[src/pkg/aotc_pkg.sv]
// Purpose: constants and types for the converter output/test config registers
// Assumes: byte-wide register port, four channels, 16-bit samples

package aotc_pkg;
    localparam int NUM_CH = 4;
    localparam int DATA_W = 16;

    localparam logic [7:0] ADDR_CLK_DIV = 8'h0b;
    localparam logic [7:0] ADDR_ENH = 8'h0c;
    localparam logic [7:0] ADDR_TEST = 8'h0d;
    localparam logic [7:0] ADDR_OFFSET = 8'h10;
    localparam logic [7:0] ADDR_FORMAT = 8'h14;
    localparam logic [7:0] ADDR_SWING = 8'h15;

    localparam logic [2:0] RST_DIV = 3'h0;
    localparam logic RST_CHOP = 1'b0;
    localparam logic RST_FMT = 1'b1;
    localparam logic [2:0] RST_CS = 3'h0;
    localparam logic [2:0] RST_SWING = 3'h3;

    localparam int CHOP_BIT = 2;
    localparam int PN_SHORT_BIT = 4;
    localparam int PN_LONG_BIT = 5;
    localparam int SEQ_LSB = 6;
    localparam int FMT_BIT = 0;
    localparam int VALID_BIT = 4;
    localparam int CS_LSB = 5;

    localparam logic [3:0] TM_OFF = 4'h0;
    localparam logic [3:0] TM_MID = 4'h1;
    localparam logic [3:0] TM_POS = 4'h2;
    localparam logic [3:0] TM_NEG = 4'h3;
    localparam logic [3:0] TM_CHECK = 4'h4;
    localparam logic [3:0] TM_PN_LONG = 4'h5;
    localparam logic [3:0] TM_PN_SHORT = 4'h6;
    localparam logic [3:0] TM_WORD_TGL = 4'h7;
    localparam logic [3:0] TM_USER = 4'h8;
    localparam logic [3:0] TM_BIT_TGL = 4'h9;
    localparam logic [3:0] TM_SYNC = 4'ha;
    localparam logic [3:0] TM_ONE_HIGH = 4'hb;
    localparam logic [3:0] TM_MIXED = 4'hc;

    localparam logic [1:0] SEQ_SINGLE = 2'h0;
    localparam logic [1:0] SEQ_ALT = 2'h1;
    localparam logic [1:0] SEQ_SINGLE_ONCE = 2'h2;
    localparam logic [1:0] SEQ_ALT_ONCE = 2'h3;

    localparam logic [2:0] CS_RANGE_VALID = 3'h0;
    localparam logic [2:0] CS_OVR_UDR = 3'h1;
    localparam logic [2:0] CS_RANGE_BLANK = 3'h2;
    localparam logic [2:0] CS_BLANK_VALID = 3'h3;

    localparam logic [15:0] PAT_MID = 16'h8000;
    localparam logic [15:0] PAT_POS = 16'hffff;
    localparam logic [15:0] PAT_NEG = 16'h0000;
    localparam logic [15:0] PAT_CHECK = 16'h5555;
    localparam logic [15:0] PAT_BIT_TGL = 16'h0001;
    localparam logic [15:0] PAT_SYNC = 16'h00ff;
    localparam logic [15:0] PAT_MIXED = 16'ha0f0;
    localparam logic [15:0] PAT_ONE = 16'h0001;

    localparam int PN_LONG_W = 23;
    localparam int PN_LONG_TAP = 18;
    localparam int PN_SHORT_W = 9;
    localparam int PN_SHORT_TAP = 5;

    typedef struct packed {
        logic [1:0] userSeq;
        logic [3:0] testMode;
        logic [7:0] offset;
        logic validInv;
    } aotc_chan_cfg_t;

    typedef struct packed {
        logic [2:0] csMode;
        logic fmtTwos;
        logic pnLongRst;
        logic pnShortRst;
        logic chop;
        logic [2:0] divCode;
        logic [2:0] swing;
    } aotc_glb_cfg_t;
endpackage : aotc_pkg

[src/hdl/aotc_output_test_regs.sv]
// Purpose: output format, offset trim and test pattern config with its datapath
// Assumes: register strobes, channel select and samples all on clk_sys
// Notes: reads return the lowest selected channel's per-channel fields
`timescale 1ns/1ps

module aotc_output_test_regs (
    input wire logic clk_sys,
    input wire logic sys_rst,
    input wire logic regWrEn,
    input wire logic regRdEn,
    input wire logic [7:0] regAddr,
    input wire logic [7:0] regWrData,
    output logic [7:0] regRdData,
    output logic regRdValid,
    input wire logic [aotc_pkg::NUM_CH-1:0] chanSelect,
    input wire logic [15:0] userPattern1,
    input wire logic [15:0] userPattern2,
    input wire logic [aotc_pkg::NUM_CH-1:0][15:0] convSample,
    input wire logic [aotc_pkg::NUM_CH-1:0] convOverRange,
    input wire logic [aotc_pkg::NUM_CH-1:0] convUnderRange,
    output logic sampleEn,
    output logic chopEnable,
    output logic [2:0] swingSel,
    output logic [aotc_pkg::NUM_CH-1:0][15:0] linkData,
    output logic [aotc_pkg::NUM_CH-1:0][1:0] linkCtrl,
    output logic linkStrobe
);
    localparam int NCH = aotc_pkg::NUM_CH;

    aotc_pkg::aotc_glb_cfg_t glb_r;
    aotc_pkg::aotc_glb_cfg_t glb_nxt;
    aotc_pkg::aotc_chan_cfg_t cfgView [NCH];
    logic [2:0] divCnt_r;
    logic [2:0] divCnt_nxt;
    logic phase_r;
    logic phase_nxt;
    logic [3:0] walk_r;
    logic [3:0] walk_nxt;
    logic [7:0] rdData_r;
    logic [7:0] rdData_nxt;
    logic rdValid_r;
    logic wrTest;
    logic [aotc_pkg::PN_LONG_W-1:0] pnLong;
    logic [aotc_pkg::PN_SHORT_W-1:0] pnShort;

    assign wrTest = regWrEn && (regAddr == aotc_pkg::ADDR_TEST);

    // global registers: every channel sees them
    always_comb begin
        glb_nxt = glb_r;
        if (regWrEn) begin
            if (regAddr == aotc_pkg::ADDR_CLK_DIV) begin
                glb_nxt.divCode = regWrData[2:0];
            end else if (regAddr == aotc_pkg::ADDR_ENH) begin
                glb_nxt.chop = regWrData[aotc_pkg::CHOP_BIT];
            end else if (regAddr == aotc_pkg::ADDR_TEST) begin
                glb_nxt.pnLongRst = regWrData[aotc_pkg::PN_LONG_BIT];
                glb_nxt.pnShortRst = regWrData[aotc_pkg::PN_SHORT_BIT];
            end else if (regAddr == aotc_pkg::ADDR_FORMAT) begin
                glb_nxt.fmtTwos = regWrData[aotc_pkg::FMT_BIT];
                glb_nxt.csMode = regWrData[aotc_pkg::CS_LSB +: 3];
            end else if (regAddr == aotc_pkg::ADDR_SWING) begin
                glb_nxt.swing = regWrData[2:0];
            end
        end
    end

    always_ff @(posedge clk_sys) begin
        if (sys_rst) begin
            glb_r <= '{csMode: aotc_pkg::RST_CS, fmtTwos: aotc_pkg::RST_FMT,
                       pnLongRst: 1'b0, pnShortRst: 1'b0, chop: aotc_pkg::RST_CHOP,
                       divCode: aotc_pkg::RST_DIV, swing: aotc_pkg::RST_SWING};
        end else begin
            glb_r <= glb_nxt;
        end
    end

    // divider and pattern phase, stepped once per divided sample
    always_comb begin
        divCnt_nxt = divCnt_r + 3'h1;
        phase_nxt = phase_r;
        walk_nxt = walk_r;
        if (divCnt_r >= glb_r.divCode) begin
            divCnt_nxt = 3'h0;
            phase_nxt = ~phase_r;
            walk_nxt = walk_r + 4'h1;
        end
    end

    always_ff @(posedge clk_sys) begin
        if (sys_rst) begin
            divCnt_r <= 3'h0;
            phase_r <= 1'b0;
            walk_r <= 4'h0;
        end else begin
            divCnt_r <= divCnt_nxt;
            phase_r <= phase_nxt;
            walk_r <= walk_nxt;
        end
    end

    assign sampleEn = !sys_rst && (divCnt_r >= glb_r.divCode);
    assign chopEnable = glb_r.chop;
    assign swingSel = glb_r.swing;

    // generators are shared, so one reset bit restarts every channel together
    aotc_pn_gen #(.W(aotc_pkg::PN_LONG_W), .TAP(aotc_pkg::PN_LONG_TAP)) uPnLong (
        .clk_sys(clk_sys),
        .sys_rst(sys_rst),
        .step(sampleEn),
        .hold(glb_r.pnLongRst),
        .state(pnLong)
    );

    aotc_pn_gen #(.W(aotc_pkg::PN_SHORT_W), .TAP(aotc_pkg::PN_SHORT_TAP)) uPnShort (
        .clk_sys(clk_sys),
        .sys_rst(sys_rst),
        .step(sampleEn),
        .hold(glb_r.pnShortRst),
        .state(pnShort)
    );

    for (genvar ch = 0; ch < NCH; ch++) begin : gCh
        aotc_pkg::aotc_chan_cfg_t cfg_r;
        aotc_pkg::aotc_chan_cfg_t cfg_nxt;
        logic [1:0] seqCnt_r;
        logic [1:0] seqCnt_nxt;
        logic [15:0] data_r;
        logic [15:0] data_nxt;
        logic [1:0] ctrl_r;
        logic [1:0] ctrl_nxt;
        logic [16:0] sum;
        logic [15:0] trimmed;
        logic [15:0] pattern;
        logic onceMode;
        logic seqDone;
        logic range;

        always_comb begin
            cfg_nxt = cfg_r;
            seqCnt_nxt = seqCnt_r;
            onceMode = cfg_r.userSeq[1];
            seqDone = onceMode && (seqCnt_r >= (cfg_r.userSeq[0] ? 2'h2 : 2'h1));
            if (regWrEn && chanSelect[ch]) begin
                if (regAddr == aotc_pkg::ADDR_TEST) begin
                    cfg_nxt.testMode = regWrData[3:0];
                    cfg_nxt.userSeq = regWrData[aotc_pkg::SEQ_LSB +: 2];
                end else if (regAddr == aotc_pkg::ADDR_OFFSET) begin
                    cfg_nxt.offset = regWrData;
                end else if (regAddr == aotc_pkg::ADDR_FORMAT) begin
                    cfg_nxt.validInv = regWrData[aotc_pkg::VALID_BIT];
                end
            end
            // sequence position, restarted by a test write that selects this channel
            if (wrTest && chanSelect[ch]) begin
                seqCnt_nxt = 2'h0;
            end else if (sampleEn && cfg_r.testMode == aotc_pkg::TM_USER) begin
                if (!onceMode) begin
                    seqCnt_nxt = {1'b0, ~seqCnt_r[0]};
                end else if (!seqDone) begin
                    seqCnt_nxt = seqCnt_r + 2'h1;
                end
            end
        end

        always_comb begin
            sum = {convSample[ch][15], convSample[ch]} + {{9{cfg_r.offset[7]}}, cfg_r.offset};
            trimmed = sum[15:0];
            if (sum[16] != sum[15]) begin
                trimmed = sum[16] ? 16'h8000 : 16'h7fff;
            end
            // offset binary flips the sign bit
            if (!glb_r.fmtTwos) begin
                trimmed[15] = ~trimmed[15];
            end
        end

        always_comb begin
            case (cfg_r.testMode)
                aotc_pkg::TM_MID: pattern = aotc_pkg::PAT_MID;
                aotc_pkg::TM_POS: pattern = aotc_pkg::PAT_POS;
                aotc_pkg::TM_NEG: pattern = aotc_pkg::PAT_NEG;
                aotc_pkg::TM_CHECK: pattern = phase_r ? ~aotc_pkg::PAT_CHECK : aotc_pkg::PAT_CHECK;
                aotc_pkg::TM_PN_LONG: pattern = pnLong[15:0];
                aotc_pkg::TM_PN_SHORT: pattern = {pnShort[6:0], pnShort};
                aotc_pkg::TM_WORD_TGL: pattern = phase_r ? ~aotc_pkg::PAT_NEG : aotc_pkg::PAT_NEG;
                aotc_pkg::TM_USER: begin
                    if (seqDone) begin
                        pattern = 16'h0000;
                    end else if (cfg_r.userSeq[0] && seqCnt_r[0]) begin
                        pattern = userPattern2;
                    end else begin
                        pattern = userPattern1;
                    end
                end
                aotc_pkg::TM_BIT_TGL: pattern = phase_r ? aotc_pkg::PAT_BIT_TGL : 16'h0000;
                aotc_pkg::TM_SYNC: pattern = aotc_pkg::PAT_SYNC;
                aotc_pkg::TM_ONE_HIGH: pattern = aotc_pkg::PAT_ONE << walk_r;
                aotc_pkg::TM_MIXED: pattern = phase_r ? ~aotc_pkg::PAT_MIXED : aotc_pkg::PAT_MIXED;
                default: pattern = trimmed;
            endcase
        end

        always_comb begin
            data_nxt = data_r;
            ctrl_nxt = ctrl_r;
            range = convOverRange[ch] | convUnderRange[ch];
            if (sampleEn) begin
                data_nxt = (cfg_r.testMode == aotc_pkg::TM_OFF) ? trimmed : pattern;
                // control bits, valid is active low in config
                case (glb_r.csMode)
                    aotc_pkg::CS_RANGE_VALID: ctrl_nxt = {range, ~cfg_r.validInv};
                    aotc_pkg::CS_OVR_UDR: ctrl_nxt = {convOverRange[ch], convUnderRange[ch]};
                    aotc_pkg::CS_RANGE_BLANK: ctrl_nxt = {range, 1'b0};
                    aotc_pkg::CS_BLANK_VALID: ctrl_nxt = {1'b0, ~cfg_r.validInv};
                    default: ctrl_nxt = 2'b00;
                endcase
            end
        end

        always_ff @(posedge clk_sys) begin
            if (sys_rst) begin
                cfg_r <= '0;
                seqCnt_r <= 2'h0;
                data_r <= 16'h0000;
                ctrl_r <= 2'b00;
            end else begin
                cfg_r <= cfg_nxt;
                seqCnt_r <= seqCnt_nxt;
                data_r <= data_nxt;
                ctrl_r <= ctrl_nxt;
            end
        end

        assign cfgView[ch] = cfg_r;
        assign linkData[ch] = data_r;
        assign linkCtrl[ch] = ctrl_r;
    end

    // readback: lowest selected channel supplies per-channel fields
    always_comb begin
        aotc_pkg::aotc_chan_cfg_t rc;
        rc = cfgView[0];
        for (int i = NCH - 1; i >= 0; i--) begin
            if (chanSelect[i]) begin
                rc = cfgView[i];
            end
        end
        rdData_nxt = rdData_r;
        if (regRdEn) begin
            rdData_nxt = 8'h00;
            if (regAddr == aotc_pkg::ADDR_CLK_DIV) begin
                rdData_nxt[2:0] = glb_r.divCode;
            end else if (regAddr == aotc_pkg::ADDR_ENH) begin
                rdData_nxt[aotc_pkg::CHOP_BIT] = glb_r.chop;
            end else if (regAddr == aotc_pkg::ADDR_TEST) begin
                rdData_nxt = {rc.userSeq, glb_r.pnLongRst, glb_r.pnShortRst, rc.testMode};
            end else if (regAddr == aotc_pkg::ADDR_OFFSET) begin
                rdData_nxt = rc.offset;
            end else if (regAddr == aotc_pkg::ADDR_FORMAT) begin
                rdData_nxt = {glb_r.csMode, rc.validInv, 3'h0, glb_r.fmtTwos};
            end else if (regAddr == aotc_pkg::ADDR_SWING) begin
                rdData_nxt[2:0] = glb_r.swing;
            end
        end
    end

    always_ff @(posedge clk_sys) begin
        if (sys_rst) begin
            rdData_r <= 8'h00;
            rdValid_r <= 1'b0;
            linkStrobe <= 1'b0;
        end else begin
            rdData_r <= rdData_nxt;
            rdValid_r <= regRdEn;
            linkStrobe <= sampleEn;
        end
    end

    assign regRdData = rdData_r;
    assign regRdValid = rdValid_r;

    chk_div_ratio: assert property (@(posedge clk_sys) disable iff (sys_rst || regWrEn)
        sampleEn && glb_r.divCode == 3'h3 |=> !sampleEn [*3] ##1 sampleEn)
        else $error("divide by four spacing wrong");
    chk_chop_follow: assert property (@(posedge clk_sys) disable iff (sys_rst)
        regWrEn && regAddr == aotc_pkg::ADDR_ENH |=> chopEnable == $past(regWrData[2]))
        else $error("chop enable did not follow write");
    chk_test_override: assert property (@(posedge clk_sys) disable iff (sys_rst)
        sampleEn && gCh[0].cfg_r.testMode == aotc_pkg::TM_POS |=> linkData[0] == 16'hffff)
        else $error("full scale pattern missing");
    chk_offset_pass: assert property (@(posedge clk_sys) disable iff (sys_rst)
        sampleEn && gCh[0].cfg_r.testMode == 4'h0 && gCh[0].cfg_r.offset == 8'h7f
        && glb_r.fmtTwos && convSample[0] == 16'h1000 |=> linkData[0] == 16'h107f)
        else $error("offset trim not applied");
    chk_pn_hold: assert property (@(posedge clk_sys) disable iff (sys_rst)
        glb_r.pnShortRst |=> pnShort == 9'h1ff)
        else $error("short generator not held at seed");
    chk_pn_global: assert property (@(posedge clk_sys) disable iff (sys_rst)
        wrTest && !chanSelect[0] |=> glb_r.pnLongRst == $past(regWrData[5]))
        else $error("long generator reset not global");
    chk_perch_write: assert property (@(posedge clk_sys) disable iff (sys_rst)
        regWrEn && regAddr == aotc_pkg::ADDR_OFFSET && !chanSelect[2]
        |=> $stable(gCh[2].cfg_r.offset))
        else $error("unselected channel changed");
    chk_valid_flag: assert property (@(posedge clk_sys) disable iff (sys_rst)
        sampleEn && glb_r.csMode == 3'h3 |=> linkCtrl[3] == {1'b0, ~$past(gCh[3].cfg_r.validInv)})
        else $error("valid flag wrong");
    chk_user_once: assert property (@(posedge clk_sys) disable iff (sys_rst)
        sampleEn && gCh[0].cfg_r.testMode == 4'h8 && gCh[0].cfg_r.userSeq == 2'h2
        && gCh[0].seqCnt_r == 2'h1 |=> linkData[0] == 16'h0000)
        else $error("once mode did not fall to zero");

    cov_user_alt: cover property (@(posedge clk_sys) disable iff (sys_rst)
        sampleEn && gCh[0].cfg_r.testMode == 4'h8 && gCh[0].cfg_r.userSeq == 2'h1);
    cov_pn_long: cover property (@(posedge clk_sys) disable iff (sys_rst)
        sampleEn && gCh[0].cfg_r.testMode == 4'h5);
    cov_div8: cover property (@(posedge clk_sys) disable iff (sys_rst)
        sampleEn && glb_r.divCode == 3'h7);
endmodule : aotc_output_test_regs

[src/hdl/aotc_pn_gen.sv]
// Purpose: Fibonacci pseudo-random generator stepped by a sample enable
// Assumes: seed of all ones, two-tap feedback
// Notes: held at seed while hold is high
`timescale 1ns/1ps

module aotc_pn_gen #(
    parameter int W = 9,
    parameter int TAP = 5
) (
    input wire logic clk_sys,
    input wire logic sys_rst,
    input wire logic step,
    input wire logic hold,
    output logic [W-1:0] state
);
    logic [W-1:0] lfsr_r;
    logic [W-1:0] lfsr_nxt;

    always_comb begin
        lfsr_nxt = lfsr_r;
        if (hold) begin
            lfsr_nxt = '1;
        end else if (step) begin
            lfsr_nxt = {lfsr_r[W-2:0], lfsr_r[W-1] ^ lfsr_r[TAP-1]};
        end
    end

    always_ff @(posedge clk_sys) begin
        if (sys_rst) begin
            lfsr_r <= '1;
        end else begin
            lfsr_r <= lfsr_nxt;
        end
    end

    assign state = lfsr_r;
endmodule : aotc_pn_gen

[config.mk]
export PLATFORM = sky130hd
export DESIGN_NAME = aotc_output_test_regs
export DESIGN_NICKNAME = d
export VERILOG_FILES = /design/src/pkg/aotc_pkg.sv /design/src/hdl/aotc_output_test_regs.sv /design/src/hdl/aotc_pn_gen.sv
export SDC_FILE = /design/constraint.sdc
export NUM_CORES = 1
export LEC_CHECK = 0
export BUFFER_PORTS_ARGS = -buffer_cell sky130_fd_sc_hd__buf_2
export CAP_MARGIN = 10
export CORE_ASPECT_RATIO = 1.75
export CORE_MARGIN = 2
export CORE_UTILIZATION = 25
export CTS_BUF_LIST = sky130_fd_sc_hd__clkbuf_16
export DETAILED_ROUTE_END_ITERATION = 8
export GPL_TIMING_DRIVEN = 0
export HOLD_SLACK_MARGIN = 0.12
export SLEW_MARGIN = 5
export SYNTH_ARGS = -nofsm -noshare
export SYNTH_HDL_FRONTEND = slang
export SYNTH_HIERARCHICAL = 1
export SYNTH_SLANG_ARGS = --single-unit
[constraint.sdc]
create_clock -name clk_sys -period 3.22 [get_ports clk_sys]
set_clock_uncertainty 0.2 [all_clocks]
set_input_delay 0.644 -clock clk_sys [delete_from_list [all_inputs] [get_ports clk_sys]]
set_output_delay 0.644 -clock clk_sys [all_outputs]
set_load 0.05 [all_outputs]
==> metrics.txt, run 1 <==
# TYPE chip_impl_metric gauge
chip_impl_metric{name="hold_buffers",unit=""} 0
chip_impl_metric{name="total_power",unit="mW"} 6.75
chip_impl_info{name="hold_path_startpoint",value="convOverRange[0]"} 1
chip_impl_metric{name="core_area",unit="sq um"} 63000
chip_impl_info{name="r2r_start",value="divCnt_r[0]"} 1
chip_impl_metric{name="detail-route-antenna-nets",unit=""} 0
chip_impl_metric{name="cts_buffers",unit=""} 25
chip_impl_metric{name="design.die.area",unit="sq um"} 65800
chip_impl_metric{name="final_critical_path_share_of_the_clock_period",unit="%"} 98.9
chip_impl_metric{name="postSynthCellCount",unit=""} 2040
chip_impl_info{name="synth_area_leaders",value="dfxtp_1 26%, mux2i_1 8.2%, ha_1 6.8%"} 1
chip_impl_metric{name="insertion_delay_to_the_later_sink_of_the_worst_skew_pair",unit="ns"} 0.57
chip_impl_metric{name="synth-edff-count",unit=""} 0
chip_impl_metric{name="arrival",unit="ns"} 3.48
chip_impl_metric{name="path_clk_slew",unit="ns"} 0.07
chip_impl_metric{name="fin_crit",unit="ns"} 3.18
chip_impl_metric{name="cts_max_path_buffers",unit=""} 3
chip_impl_metric{name="ff2ff_path_depth",unit=""} 11
chip_impl_metric{name="gr-total-overflow",unit=""} 0
chip_impl_metric{name="via_per_inst",unit=""} 5.52
chip_impl_metric{name="worst-endpoint-required",unit="ns"} 3.52
chip_impl_metric{name="max-cap-violations",unit=""} 0
chip_impl_info{name="cts_tree",value="done"} 1
chip_impl_info{name="startpoint",value="divCnt_r[0]"} 1
chip_impl_metric{name="netlist_area",unit="sq um"} 15900
chip_impl_info{name="status",value="completed"} 1
chip_impl_metric{name="gp_routability_congestion",unit=""} 1.04
chip_impl_metric{name="ir_drop",unit="mV"} 0.360
chip_impl_metric{name="routed_wirelength",unit="um"} 76300
chip_impl_metric{name="synth.mux.area_fraction",unit="%"} 12.2
chip_impl_metric{name="drc",unit=""} 0
chip_impl_metric{name="utilization",unit="%"} 30.5
chip_impl_metric{name="total_leakage_power",unit="nW"} 7.82
chip_impl_metric{name="yosysTopAreaCellShare",unit="%"} 25.5
chip_impl_metric{name="place_hpwl",unit="um"} 61200
chip_impl_info{name="yosys.cell_count.top_type",value="nand2_1"} 1
chip_impl_metric{name="hold_viol",unit=""} 0
chip_impl_info{name="criticalPathCategory",value="flop to flop"} 1
chip_impl_info{name="synthTopCellsByCount",value="231 x nand2_1, 203 x dfxtp_1, 180 x nor2_1"} 1
chip_impl_metric{name="powerDensity",unit="nW/um^2"} 351
chip_impl_metric{name="dieHeight",unit="um"} 338
chip_impl_info{name="synth_flop_cell",value="dfxtp_1"} 1
chip_impl_info{name="post-synth-top-area-cell",value="dfxtp_1"} 1
chip_impl_metric{name="count_of_input_and_output_buffers",unit=""} 204
chip_impl_metric{name="ys_async_sr_fraction",unit="%"} 0
chip_impl_metric{name="register_bit_count_reported_by_yosys",unit=""} 203
chip_impl_metric{name="synthXorXnorAreaFrac",unit="%"} 3.08
chip_impl_metric{name="clock_tree.htree_level_count",unit=""} 1
chip_impl_metric{name="max_clock_freq",unit="MHz"} 314
chip_impl_metric{name="layout-drive-gt1-share",unit="%"} 18.5
chip_impl_metric{name="grt_antenna_before_repair",unit=""} 10
chip_impl_metric{name="track_usage",unit="%"} 22.4
chip_impl_metric{name="rows",unit=""} 122
chip_impl_metric{name="syn_area_per_cell",unit="sq um"} 7.80
chip_impl_info{name="dominant_combinational_cell_family_by_area_after_synthesis",value="compound AO/OA/AOI/OAI gates"} 1
chip_impl_info{name="clk_root_buffer_cell",value="clkbuf_16"} 1
chip_impl_metric{name="final-max-slew-violation-count",unit=""} 0
chip_impl_info{name="critPathLaunchType",value="flop"} 1
chip_impl_metric{name="via_count",unit=""} 17200
chip_impl_metric{name="grt_pass1_vias",unit=""} 16600
chip_impl_metric{name="drtIter0Drc",unit=""} 1246
chip_impl_metric{name="slew_headroom",unit="%"} 26.4
chip_impl_metric{name="layout-area-overhead-vs-synth",unit="%"} 20.7
chip_impl_metric{name="detail_route.first_pass.iterations",unit=""} 6
chip_impl_metric{name="fill_cells",unit=""} 6882
chip_impl_metric{name="worst-path-max-fanout",unit=""} 10
chip_impl_metric{name="grt_start_max_net_pins",unit=""} 20
chip_impl_metric{name="synth_area_in_adders",unit="%"} 7.33
chip_impl_metric{name="synth_simple_gate_area_share",unit="%"} 18.7
chip_impl_metric{name="clock-sinks",unit=""} 203
chip_impl_metric{name="setup_viol_count_final",unit=""} 0
chip_impl_metric{name="design.portCount",unit=""} 215
chip_impl_info{name="worst_hold_path_class",value="input pin to flop"} 1
chip_impl_info{name="worst_setup_path_end_kind",value="flop"} 1
chip_impl_metric{name="grt_pass1_wl",unit="um"} 109000
chip_impl_metric{name="netlist-cell-type-count",unit=""} 91
chip_impl_metric{name="initial_core_util",unit="%"} 25.2
chip_impl_info{name="grt_setup_unrepaired",value="no"} 1
chip_impl_metric{name="worst_hold_path.num_cells",unit=""} 3
chip_impl_metric{name="yosysSeqAreaShare",unit="%"} 25.5
chip_impl_metric{name="synth_compound_area_share",unit="%"} 27.5
chip_impl_metric{name="worst_slew_pin_slew",unit="ns"} 1.10
chip_impl_metric{name="synth.net_count",unit=""} 2258
chip_impl_metric{name="ys.warnings.count",unit=""} 6
chip_impl_metric{name="finalNetCount",unit=""} 2510
chip_impl_metric{name="die_width",unit="um"} 195
chip_impl_metric{name="routed_length_per_placed_instance",unit="um"} 24.5
state kept, by name, summed over array words and instances (netlist names):
| name | flops |
|---|---|
| cfgView | 60 |
| chopEnable | 1 |
| divCnt_r | 3 |
| gCh.ctrl_r | 8 |
| gCh.data_r | 64 |
| gCh.seqCnt_r | 8 |
| glb_r | 9 |
| linkStrobe | 1 |
| phase_r | 1 |
| regRdData | 8 |
| regRdValid | 1 |
| swingSel | 3 |
| uPnLong/state | 23 |
| uPnShort/state | 9 |
| walk_r | 4 |
worst max-delay path: stages, from the launching register on:
cell and delay (ns):
dfxtp_2 0.35, inv_2 0.05, ha_4 0.24, nand2b_4 0.11, a21oi_2 0.05, nor2b_1 0.15
or2_4 0.18, nand2b_4 0.07, buf_4 0.19, clkdlybuf4s15_1 0.64, a31oi_1 0.68, a22o_1 0.20
path summary, 6_finish.rpt:
| kind | end | slack [ns] |
|---|---|---|
| worst min register to register | divCnt_r[0] | 0.24 |
| worst max register to register | gCh[3].data_r[14] | 0.04 |
| worst min-delay path | gCh[0].ctrl_r[1] | 0.13 |
| worst max-delay path | gCh[3].data_r[14] | 0.04 |
routing by layer:
metal	GRT usage [%]	wire (um)
met1	23.3	27300
met2	40.1	36900
met3	3.41	4540
met4	18.3	7470
met5	0	77
power breakdown:
| part | total, mW | leakage [nW] | switching, mW | internal, mW |
|---|---|---|---|---|
| combinational | 1.06 | 5.73 | 0.741 | 0.322 |
| clock | 3.04 | 0.416 | 1.29 | 1.75 |
| sequential | 2.65 | 1.67 | 0.0714 | 2.58 |
cell usage in the layout (no fill, tap or decap), drive strengths merged, types with 27 or more instances in the layout:
| cell | n |
|---|---|
| nor3 | 55 |
| nand3 | 41 |
| a21oi | 151 |
| o21ai | 161 |
| dfxtp | 203 |
| a221oi | 27 |
| nand2b | 33 |
| ha | 86 |
| buf | 259 |
| a31oi | 39 |
| a22oi | 57 |
| nand2 | 231 |
| mux2i | 130 |
| inv | 70 |
| nor2 | 182 |
| xnor2 | 35 |
| clkbuf | 137 |
| mux2 | 57 |
cells by family after synthesis:
kind of cell / Yosys count
AOI/OAI and AO/OA: 649
and+or+nand+nor: 643
DFF: 203
muxes: 187
adders and majority gates: 91
xor gates and xnor gates: 56
buffers and inverters: 211
per-stage QoR:
step	cell area (sq um)	hold WS, ns	worst slack, ns	TNS [ns]	cells
2_1_floorplan	15900	0.232	0.0997	0	2040
3_3_place_gp	17900	0.235	-1.11	-51.21	3050
3_5_place_dp	18000	0.243	-0.765	-37.46	3051
4_1_cts	18900	0.121	0.00718	0	3096
5_1_grt	19200	0.173	0.00581	0	3115
6_report	19200	0.135	0.0352	0	3116
repair_timing:
action	in CTS	in global routing
cloned	0	1
setup buffers	5	17
resized for setup	30	39
setup endpoints to repair	100	63
pin swaps	3	12
layout make-up:
type                    instances  area, sq um  area share, %
diodes                          2         5.00         0.0261
plain buffers                 145          689           3.59
clock buffers                  25          626           3.26
clock inverters                18          214           1.11
inverters                      63          240           1.25
multi-input cells            1626        11100           57.8
flip-flops and latches        203         4090           21.3
well taps                     806         1010           5.25
repair buffers                228         1230           6.42
No activity file was read; power rests on OpenSTA's default activity.
==> run 2, diff against run 1 <==
CORE_MARGIN = 3   (was 2)
clock period = 3 ns   (was 3.22 ns; I/O delays follow)
==> metrics.txt, run 2 (same netlist as run 1, synthesis figures left out) <==
# TYPE chip_impl_metric gauge
chip_impl_metric{name="grt_start_max_net_pins",unit=""} 20
chip_impl_metric{name="cts_buffers",unit=""} 22
chip_impl_metric{name="die_width",unit="um"} 197
chip_impl_metric{name="fin_crit",unit="ns"} 3.10
chip_impl_metric{name="detail-route-antenna-nets",unit=""} 0
chip_impl_metric{name="track_usage",unit="%"} 21.4
chip_impl_info{name="most-common-layout-cells",value="230 x nand2_1, 216 x buf_2, 184 x dfxtp_1"} 1
chip_impl_metric{name="largest_reg_flops",unit=""} 64
chip_impl_metric{name="detail_route.first_pass.iterations",unit=""} 6
chip_impl_info{name="critPathTopFamily",value="simple AND/OR/NAND/NOR gates"} 1
chip_impl_metric{name="max-cap-violations",unit=""} 0
chip_impl_metric{name="design.die.area",unit="sq um"} 66800
chip_impl_metric{name="design.portCount",unit=""} 215
chip_impl_info{name="violations_in_the_final_reports",value="negative setup slack"} 1
chip_impl_metric{name="core_area",unit="sq um"} 62700
chip_impl_metric{name="final_critical_path_share_of_the_clock_period",unit="%"} 103
chip_impl_metric{name="layout-area-overhead-vs-synth",unit="%"} 23.0
chip_impl_metric{name="stdcell_area",unit="sq um"} 19600
chip_impl_metric{name="grt_antenna_before_repair",unit=""} 7
chip_impl_info{name="cts_tree",value="done"} 1
chip_impl_info{name="crit_path_frequent_cell",value="nand2b_4"} 1
chip_impl_metric{name="via_count",unit=""} 17300
chip_impl_metric{name="clock_tree.htree_level_count",unit=""} 1
chip_impl_metric{name="initial_core_util",unit="%"} 25.4
chip_impl_info{name="crit_path_cell_trace",value="inv_2 -> ha_4 -> nand2b_4 -> a21oi_2 -> nor2b_1 -> or2_4 -> nand2b_4 -> clkinvlp_4 -> clkbuf_16 -> buf_12"} 1
chip_impl_info{name="status",value="finished, violations left"} 1
chip_impl_metric{name="powerDensity",unit="nW/um^2"} 359
chip_impl_metric{name="rows",unit=""} 121
chip_impl_info{name="mostFrequentLayoutCell",value="nand2_1"} 1
chip_impl_metric{name="timing.final.ws_setup",unit="ns"} -0.101
chip_impl_info{name="critPathSlowestCell",value="dfxtp_2"} 1
chip_impl_metric{name="grt_pass1_wl",unit="um"} 109000
chip_impl_metric{name="ir_drop",unit="mV"} 0.346
chip_impl_metric{name="finalNetCount",unit=""} 2523
chip_impl_metric{name="dpl.cell_count",unit=""} 3043
chip_impl_metric{name="total_leakage_power",unit="nW"} 7.93
chip_impl_metric{name="layout-drive-gt1-share",unit="%"} 21.5
chip_impl_metric{name="worst_slew_pin_slew",unit="ns"} 1.05
chip_impl_metric{name="dieHeight",unit="um"} 340
chip_impl_metric{name="arrival",unit="ns"} 2.30
chip_impl_metric{name="setup_total_negative_slack",unit="ns"} -0.101
chip_impl_metric{name="insertion_delay_to_the_later_sink_of_the_worst_skew_pair",unit="ns"} 0.55
chip_impl_metric{name="slew_headroom",unit="%"} 30.2
chip_impl_metric{name="routed_wirelength",unit="um"} 75400
chip_impl_metric{name="place_hpwl",unit="um"} 60000
chip_impl_metric{name="setup_viol_count_final",unit=""} 1
chip_impl_metric{name="via_per_inst",unit=""} 5.54
chip_impl_metric{name="count_of_input_and_output_buffers",unit=""} 204
chip_impl_info{name="clk_root_buffer_cell",value="clkbuf_16"} 1
chip_impl_metric{name="max_clock_freq",unit="MHz"} 322
chip_impl_info{name="reg_with_most_ffs",value="gCh.data_r"} 1
chip_impl_metric{name="gr-total-overflow",unit=""} 0
chip_impl_metric{name="instances_no_fill",unit=""} 3124
chip_impl_metric{name="whs",unit="ns"} 0.123
chip_impl_metric{name="final-max-slew-violation-count",unit=""} 0
chip_impl_info{name="worst_hold_path_class",value="input pin to flop"} 1
chip_impl_metric{name="drtIter0Drc",unit=""} 1493
chip_impl_info{name="worst_setup_path_end_kind",value="primary output"} 1
chip_impl_metric{name="path_clk_slew",unit="ns"} 0.07
chip_impl_metric{name="detailed_place.area",unit="sq um"} 18000
chip_impl_metric{name="routed_length_per_placed_instance",unit="um"} 24.1
chip_impl_metric{name="gp_routability_congestion",unit=""} 1.00
chip_impl_metric{name="drc",unit=""} 0
chip_impl_info{name="critPathLaunchType",value="flop"} 1
chip_impl_info{name="grt_setup_unrepaired",value="yes"} 1
chip_impl_metric{name="hold_viol",unit=""} 0
chip_impl_metric{name="grt_pass1_vias",unit=""} 17100
chip_impl_metric{name="cts_max_path_buffers",unit=""} 3
chip_impl_metric{name="clock-sinks",unit=""} 203
chip_impl_metric{name="placement.setup.worst_slack",unit="ns"} -0.901
chip_impl_metric{name="worst-endpoint-required",unit="ns"} 2.20
chip_impl_metric{name="critical_path.max_stage_delay",unit="ns"} 0.33
chip_impl_metric{name="worst-path-max-fanout",unit=""} 3
chip_impl_info{name="criticalPathCategory",value="flop to primary output"} 1
chip_impl_metric{name="timing.critical_path.buf_inv",unit=""} 4
-- run 2: final timing paths --
check	slack (ns)	from	end	cells after the start
max reg2reg	0.05	divCnt_r[0]	gCh[0].data_r[11]	12
max	-0.10	divCnt_r[0]	sampleEn	10
min	0.12	convOverRange[1]	gCh[1].ctrl_r[1]	3
min reg2reg	0.25	gCh[0].data_r[15]	gCh[0].data_r[15]	2
-- run 2: what timing repair did --
action / CTS / global route
setup buffers: 15 / 22
hold buffers: 3 / 0
hold endpoints to repair: 3 / 0
pin swaps: 11 / 22
gates cloned: 1 / 0
gates resized for setup: 70 / 87
setup endpoints to repair: 109 / 71
-- run 2: report_power, final --
part | internal (mW) | switching (mW)
clock network | 1.75 | 1.29
logic | 0.362 | 0.795
registers | 2.76 | 0.0732
-- run 2: per-layer routing --
metal | vias up | routed length [um] | GRT usage, %
li1 | 8097 | - | -
met1 | 8164 | 26400 | 22.1
met2 | 746 | 36200 | 37.3
met3 | 288 | 4980 | 3.82
met4 | 4 | 7820 | 17.6
met5 | - | 27 | 0
-- run 2: layout make-up --
class                   count  area, sq um
diodes                      5         12.5
plain buffers             144          712
clock buffers              23          576
clock inverters            16          204
fillers                  6846        43100
inverters                  63          240
multi-input cells        1626        11400
flip-flops and latches    203         4110
well taps                 799         1000
repair buffers            245         1360
-- run 2: worst reg2reg max path, cell delays in order, from the launching register on --
cell and delay, ns:
dfxtp_2 0.33, inv_2 0.04, ha_4 0.22, nand2b_4 0.13, a21oi_2 0.11, nor2b_1 0.06, or2_4 0.28, nand2b_4 0.10
buf_4 0.18, clkbuf_1 0.58, a21oi_1 0.29, a22oi_1 0.22, o21ai_0 0.10
-- run 2: metrics by stage --
step	power, mW	utilization [%]
2_1_floorplan	3.57	-
4_1_cts	7.04	30.5
6_report	7.03	31.2
3_5_place_dp	4.00	28.7
3_3_place_gp	4.00	28.7
5_1_grt	7.23	31.2
==> run 3, diff against run 2 <==
RECOVER_POWER = 100   (was unset)
SKIP_CTS_REPAIR_TIMING = 1   (was unset)
==> metrics.txt, run 3 (same netlist as run 1, synthesis figures left out) <==
# TYPE chip_impl_metric gauge
chip_impl_info{name="status",value="finished, violations left"} 1
chip_impl_info{name="violations_in_the_final_reports",value="negative setup slack"} 1
chip_impl_metric{name="grt_antenna_before_repair",unit=""} 8
chip_impl_metric{name="grt_pass1_vias",unit=""} 16900
chip_impl_metric{name="insertion_delay_to_the_later_sink_of_the_worst_skew_pair",unit="ns"} 0.54
chip_impl_metric{name="initial_core_util",unit="%"} 25.4
chip_impl_metric{name="detailed_place.area",unit="sq um"} 18000
chip_impl_metric{name="ir_drop",unit="mV"} 0.335
chip_impl_metric{name="layout-drive-gt1-share",unit="%"} 17.8
chip_impl_info{name="globalRoute.busiestLayer",value="met2"} 1
chip_impl_metric{name="via_count",unit=""} 17300
chip_impl_metric{name="final-max-slew-violation-count",unit=""} 0
chip_impl_metric{name="via_per_inst",unit=""} 5.55
chip_impl_metric{name="gp_routability_congestion",unit=""} 1.00
chip_impl_info{name="cts_tree",value="done"} 1
chip_impl_info{name="hold_path_startpoint",value="convOverRange[0]"} 1
chip_impl_metric{name="routed_wirelength",unit="um"} 75100
chip_impl_metric{name="utilization",unit="%"} 31.0
chip_impl_metric{name="placement.setup.worst_slack",unit="ns"} -0.901
chip_impl_metric{name="drc",unit=""} 0
chip_impl_metric{name="design.die.area",unit="sq um"} 66800
chip_impl_info{name="clk_root_buffer_cell",value="clkbuf_16"} 1
chip_impl_metric{name="power_frac_seq",unit="%"} 40.5
chip_impl_info{name="critPathLaunchType",value="flop"} 1
chip_impl_metric{name="die_width",unit="um"} 197
chip_impl_metric{name="max-cap-violations",unit=""} 0
chip_impl_metric{name="total_leakage_power",unit="nW"} 7.64
chip_impl_metric{name="dpl.cell_count",unit=""} 3043
chip_impl_metric{name="grt_pass1_wl",unit="um"} 108000
chip_impl_info{name="worst_hold_path_class",value="input pin to flop"} 1
chip_impl_metric{name="powerDensity",unit="nW/um^2"} 361
chip_impl_metric{name="p_comb_share",unit="%"} 16.2
chip_impl_metric{name="count_of_input_and_output_buffers",unit=""} 204
chip_impl_metric{name="track_usage",unit="%"} 21.2
chip_impl_metric{name="ff2ff_path_depth",unit=""} 13
chip_impl_info{name="worst_setup_path_end_kind",value="primary output"} 1
chip_impl_metric{name="global_route.usage.met1",unit="%"} 22.1
chip_impl_metric{name="slew_headroom",unit="%"} 32.8
chip_impl_info{name="most-common-layout-cells",value="231 x nand2_1, 185 x clkbuf_1, 183 x dfxtp_1"} 1
chip_impl_metric{name="final_critical_path_share_of_the_clock_period",unit="%"} 102
chip_impl_metric{name="met3_layer_usage_reported_by_global_route",unit="%"} 3.78
chip_impl_metric{name="total_power",unit="mW"} 7.01
chip_impl_metric{name="arrival",unit="ns"} 2.25
chip_impl_metric{name="path_clk_slew",unit="ns"} 0.06
chip_impl_metric{name="worst-r2r-setup-slack",unit="ns"} 0.05
chip_impl_metric{name="instances_no_fill",unit=""} 3120
chip_impl_metric{name="setup_viol_count_final",unit=""} 1
chip_impl_info{name="regToRegEndpoint",value="gCh[1].data_r[5]"} 1
chip_impl_metric{name="grt_start_max_net_pins",unit=""} 16
chip_impl_metric{name="detail_route.first_pass.iterations",unit=""} 8
chip_impl_metric{name="design.portCount",unit=""} 215
chip_impl_info{name="mostFrequentLayoutCell",value="nand2_1"} 1
chip_impl_metric{name="drtIter0Drc",unit=""} 1414
chip_impl_metric{name="worst_hold_path.num_cells",unit=""} 3
chip_impl_metric{name="worst-endpoint-required",unit="ns"} 2.20
chip_impl_metric{name="pwr-share-clk",unit="%"} 43.3
chip_impl_metric{name="switching_share",unit="%"} 30.7
chip_impl_info{name="hold_end",value="gCh[0].ctrl_r[1]"} 1
chip_impl_metric{name="grt_use_met2",unit="%"} 37.0
chip_impl_metric{name="max_clock_freq",unit="MHz"} 328
chip_impl_metric{name="cts_max_path_buffers",unit=""} 3
chip_impl_metric{name="clock-sinks",unit=""} 203
chip_impl_metric{name="whs",unit="ns"} 0.117
chip_impl_info{name="criticalPathCategory",value="flop to primary output"} 1
chip_impl_metric{name="timing.final.ws_setup",unit="ns"} -0.0498
chip_impl_metric{name="worst-path-max-fanout",unit=""} 8
chip_impl_metric{name="dieHeight",unit="um"} 340
chip_impl_metric{name="finalNetCount",unit=""} 2521
chip_impl_metric{name="rows",unit=""} 121
chip_impl_metric{name="fin_crit",unit="ns"} 3.05
chip_impl_info{name="reg_with_most_ffs",value="gCh.data_r"} 1
chip_impl_metric{name="worst_slew_pin_slew",unit="ns"} 1.01
chip_impl_metric{name="gr-total-overflow",unit=""} 0
chip_impl_metric{name="setup_total_negative_slack",unit="ns"} -0.0498
chip_impl_info{name="r2r_start",value="cfgView[31]"} 1
chip_impl_metric{name="fill_cells",unit=""} 6879
chip_impl_metric{name="hold_viol",unit=""} 0
chip_impl_metric{name="routed_length_per_placed_instance",unit="um"} 24.1
chip_impl_metric{name="clock_tree.htree_level_count",unit=""} 1
chip_impl_metric{name="cts_buffers",unit=""} 22
chip_impl_metric{name="cell_internal_pwr",unit="mW"} 4.86
chip_impl_metric{name="net-switching-power",unit="mW"} 2.15
chip_impl_info{name="grt_setup_unrepaired",value="yes"} 1
chip_impl_metric{name="stdcell_area",unit="sq um"} 19400
chip_impl_metric{name="detail-route-antenna-nets",unit=""} 0
chip_impl_metric{name="place_hpwl",unit="um"} 60000
chip_impl_metric{name="core_area",unit="sq um"} 62700
chip_impl_metric{name="largest_reg_flops",unit=""} 64
chip_impl_metric{name="layout-area-overhead-vs-synth",unit="%"} 22.2
-- run 3: layout make-up --
cell class	instances	area (sq um)	share of cell area, %
buffer	145	707	3.64
antenna	3	7.51	0.0386
sequential	203	4110	21.1
clock buffer	23	576	2.96
clock inverter	16	204	1.05
multi-input combinational	1626	11400	58.5
timing repair buffer	242	1230	6.32
tap	799	1000	5.14
inverter	63	241	1.24
-- run 3: critical path, cell delays in order (launching register included) --
cell and delay (ns):
dfxtp_2 0.34, inv_2 0.04, ha_4 0.22, nand2b_4 0.13, a21oi_2 0.13, nor2b_2 0.06
or2_4 0.31, nand2b_4 0.13, inv_6 0.06, buf_12 0.15, buf_12 0.15
-- run 3: how the worst max path moves through the flow --
stage,cells past startpoint,from,end,slack (ns)
floorplan,12,convSample[16],gCh[1].data_r[14],0.01
global placement,12,divCnt_r[0],sampleEn,-0.93
detailed placement,12,divCnt_r[0],sampleEn,-0.90
CTS,12,divCnt_r[0],sampleEn,-1.49
global route,10,divCnt_r[0],sampleEn,-0.11
finish,10,divCnt_r[0],sampleEn,-0.05
-- run 3: per-layer routing --
metal | vias to the layer above | share of wire, %
li1 | 8079 | -
met1 | 8178 | 35
met2 | 760 | 48
met3 | 293 | 6.8
met4 | 6 | 9.9
met5 | - | 0.053
-- run 3: power groups by stage --
| stage | sequential, mW | combinational [mW] | clock (mW) |
|---|---|---|---|
| final | 2.84 | 1.14 | 3.03 |
| after global routing | 2.84 | 1.20 | 3.17 |
| after detailed placement | 2.90 | 1.10 | 0 |
| after global placement | 2.90 | 1.09 | 0 |
| after CTS | 2.84 | 1.10 | 3.08 |
| after floorplan | 3.10 | 0.468 | 0 |
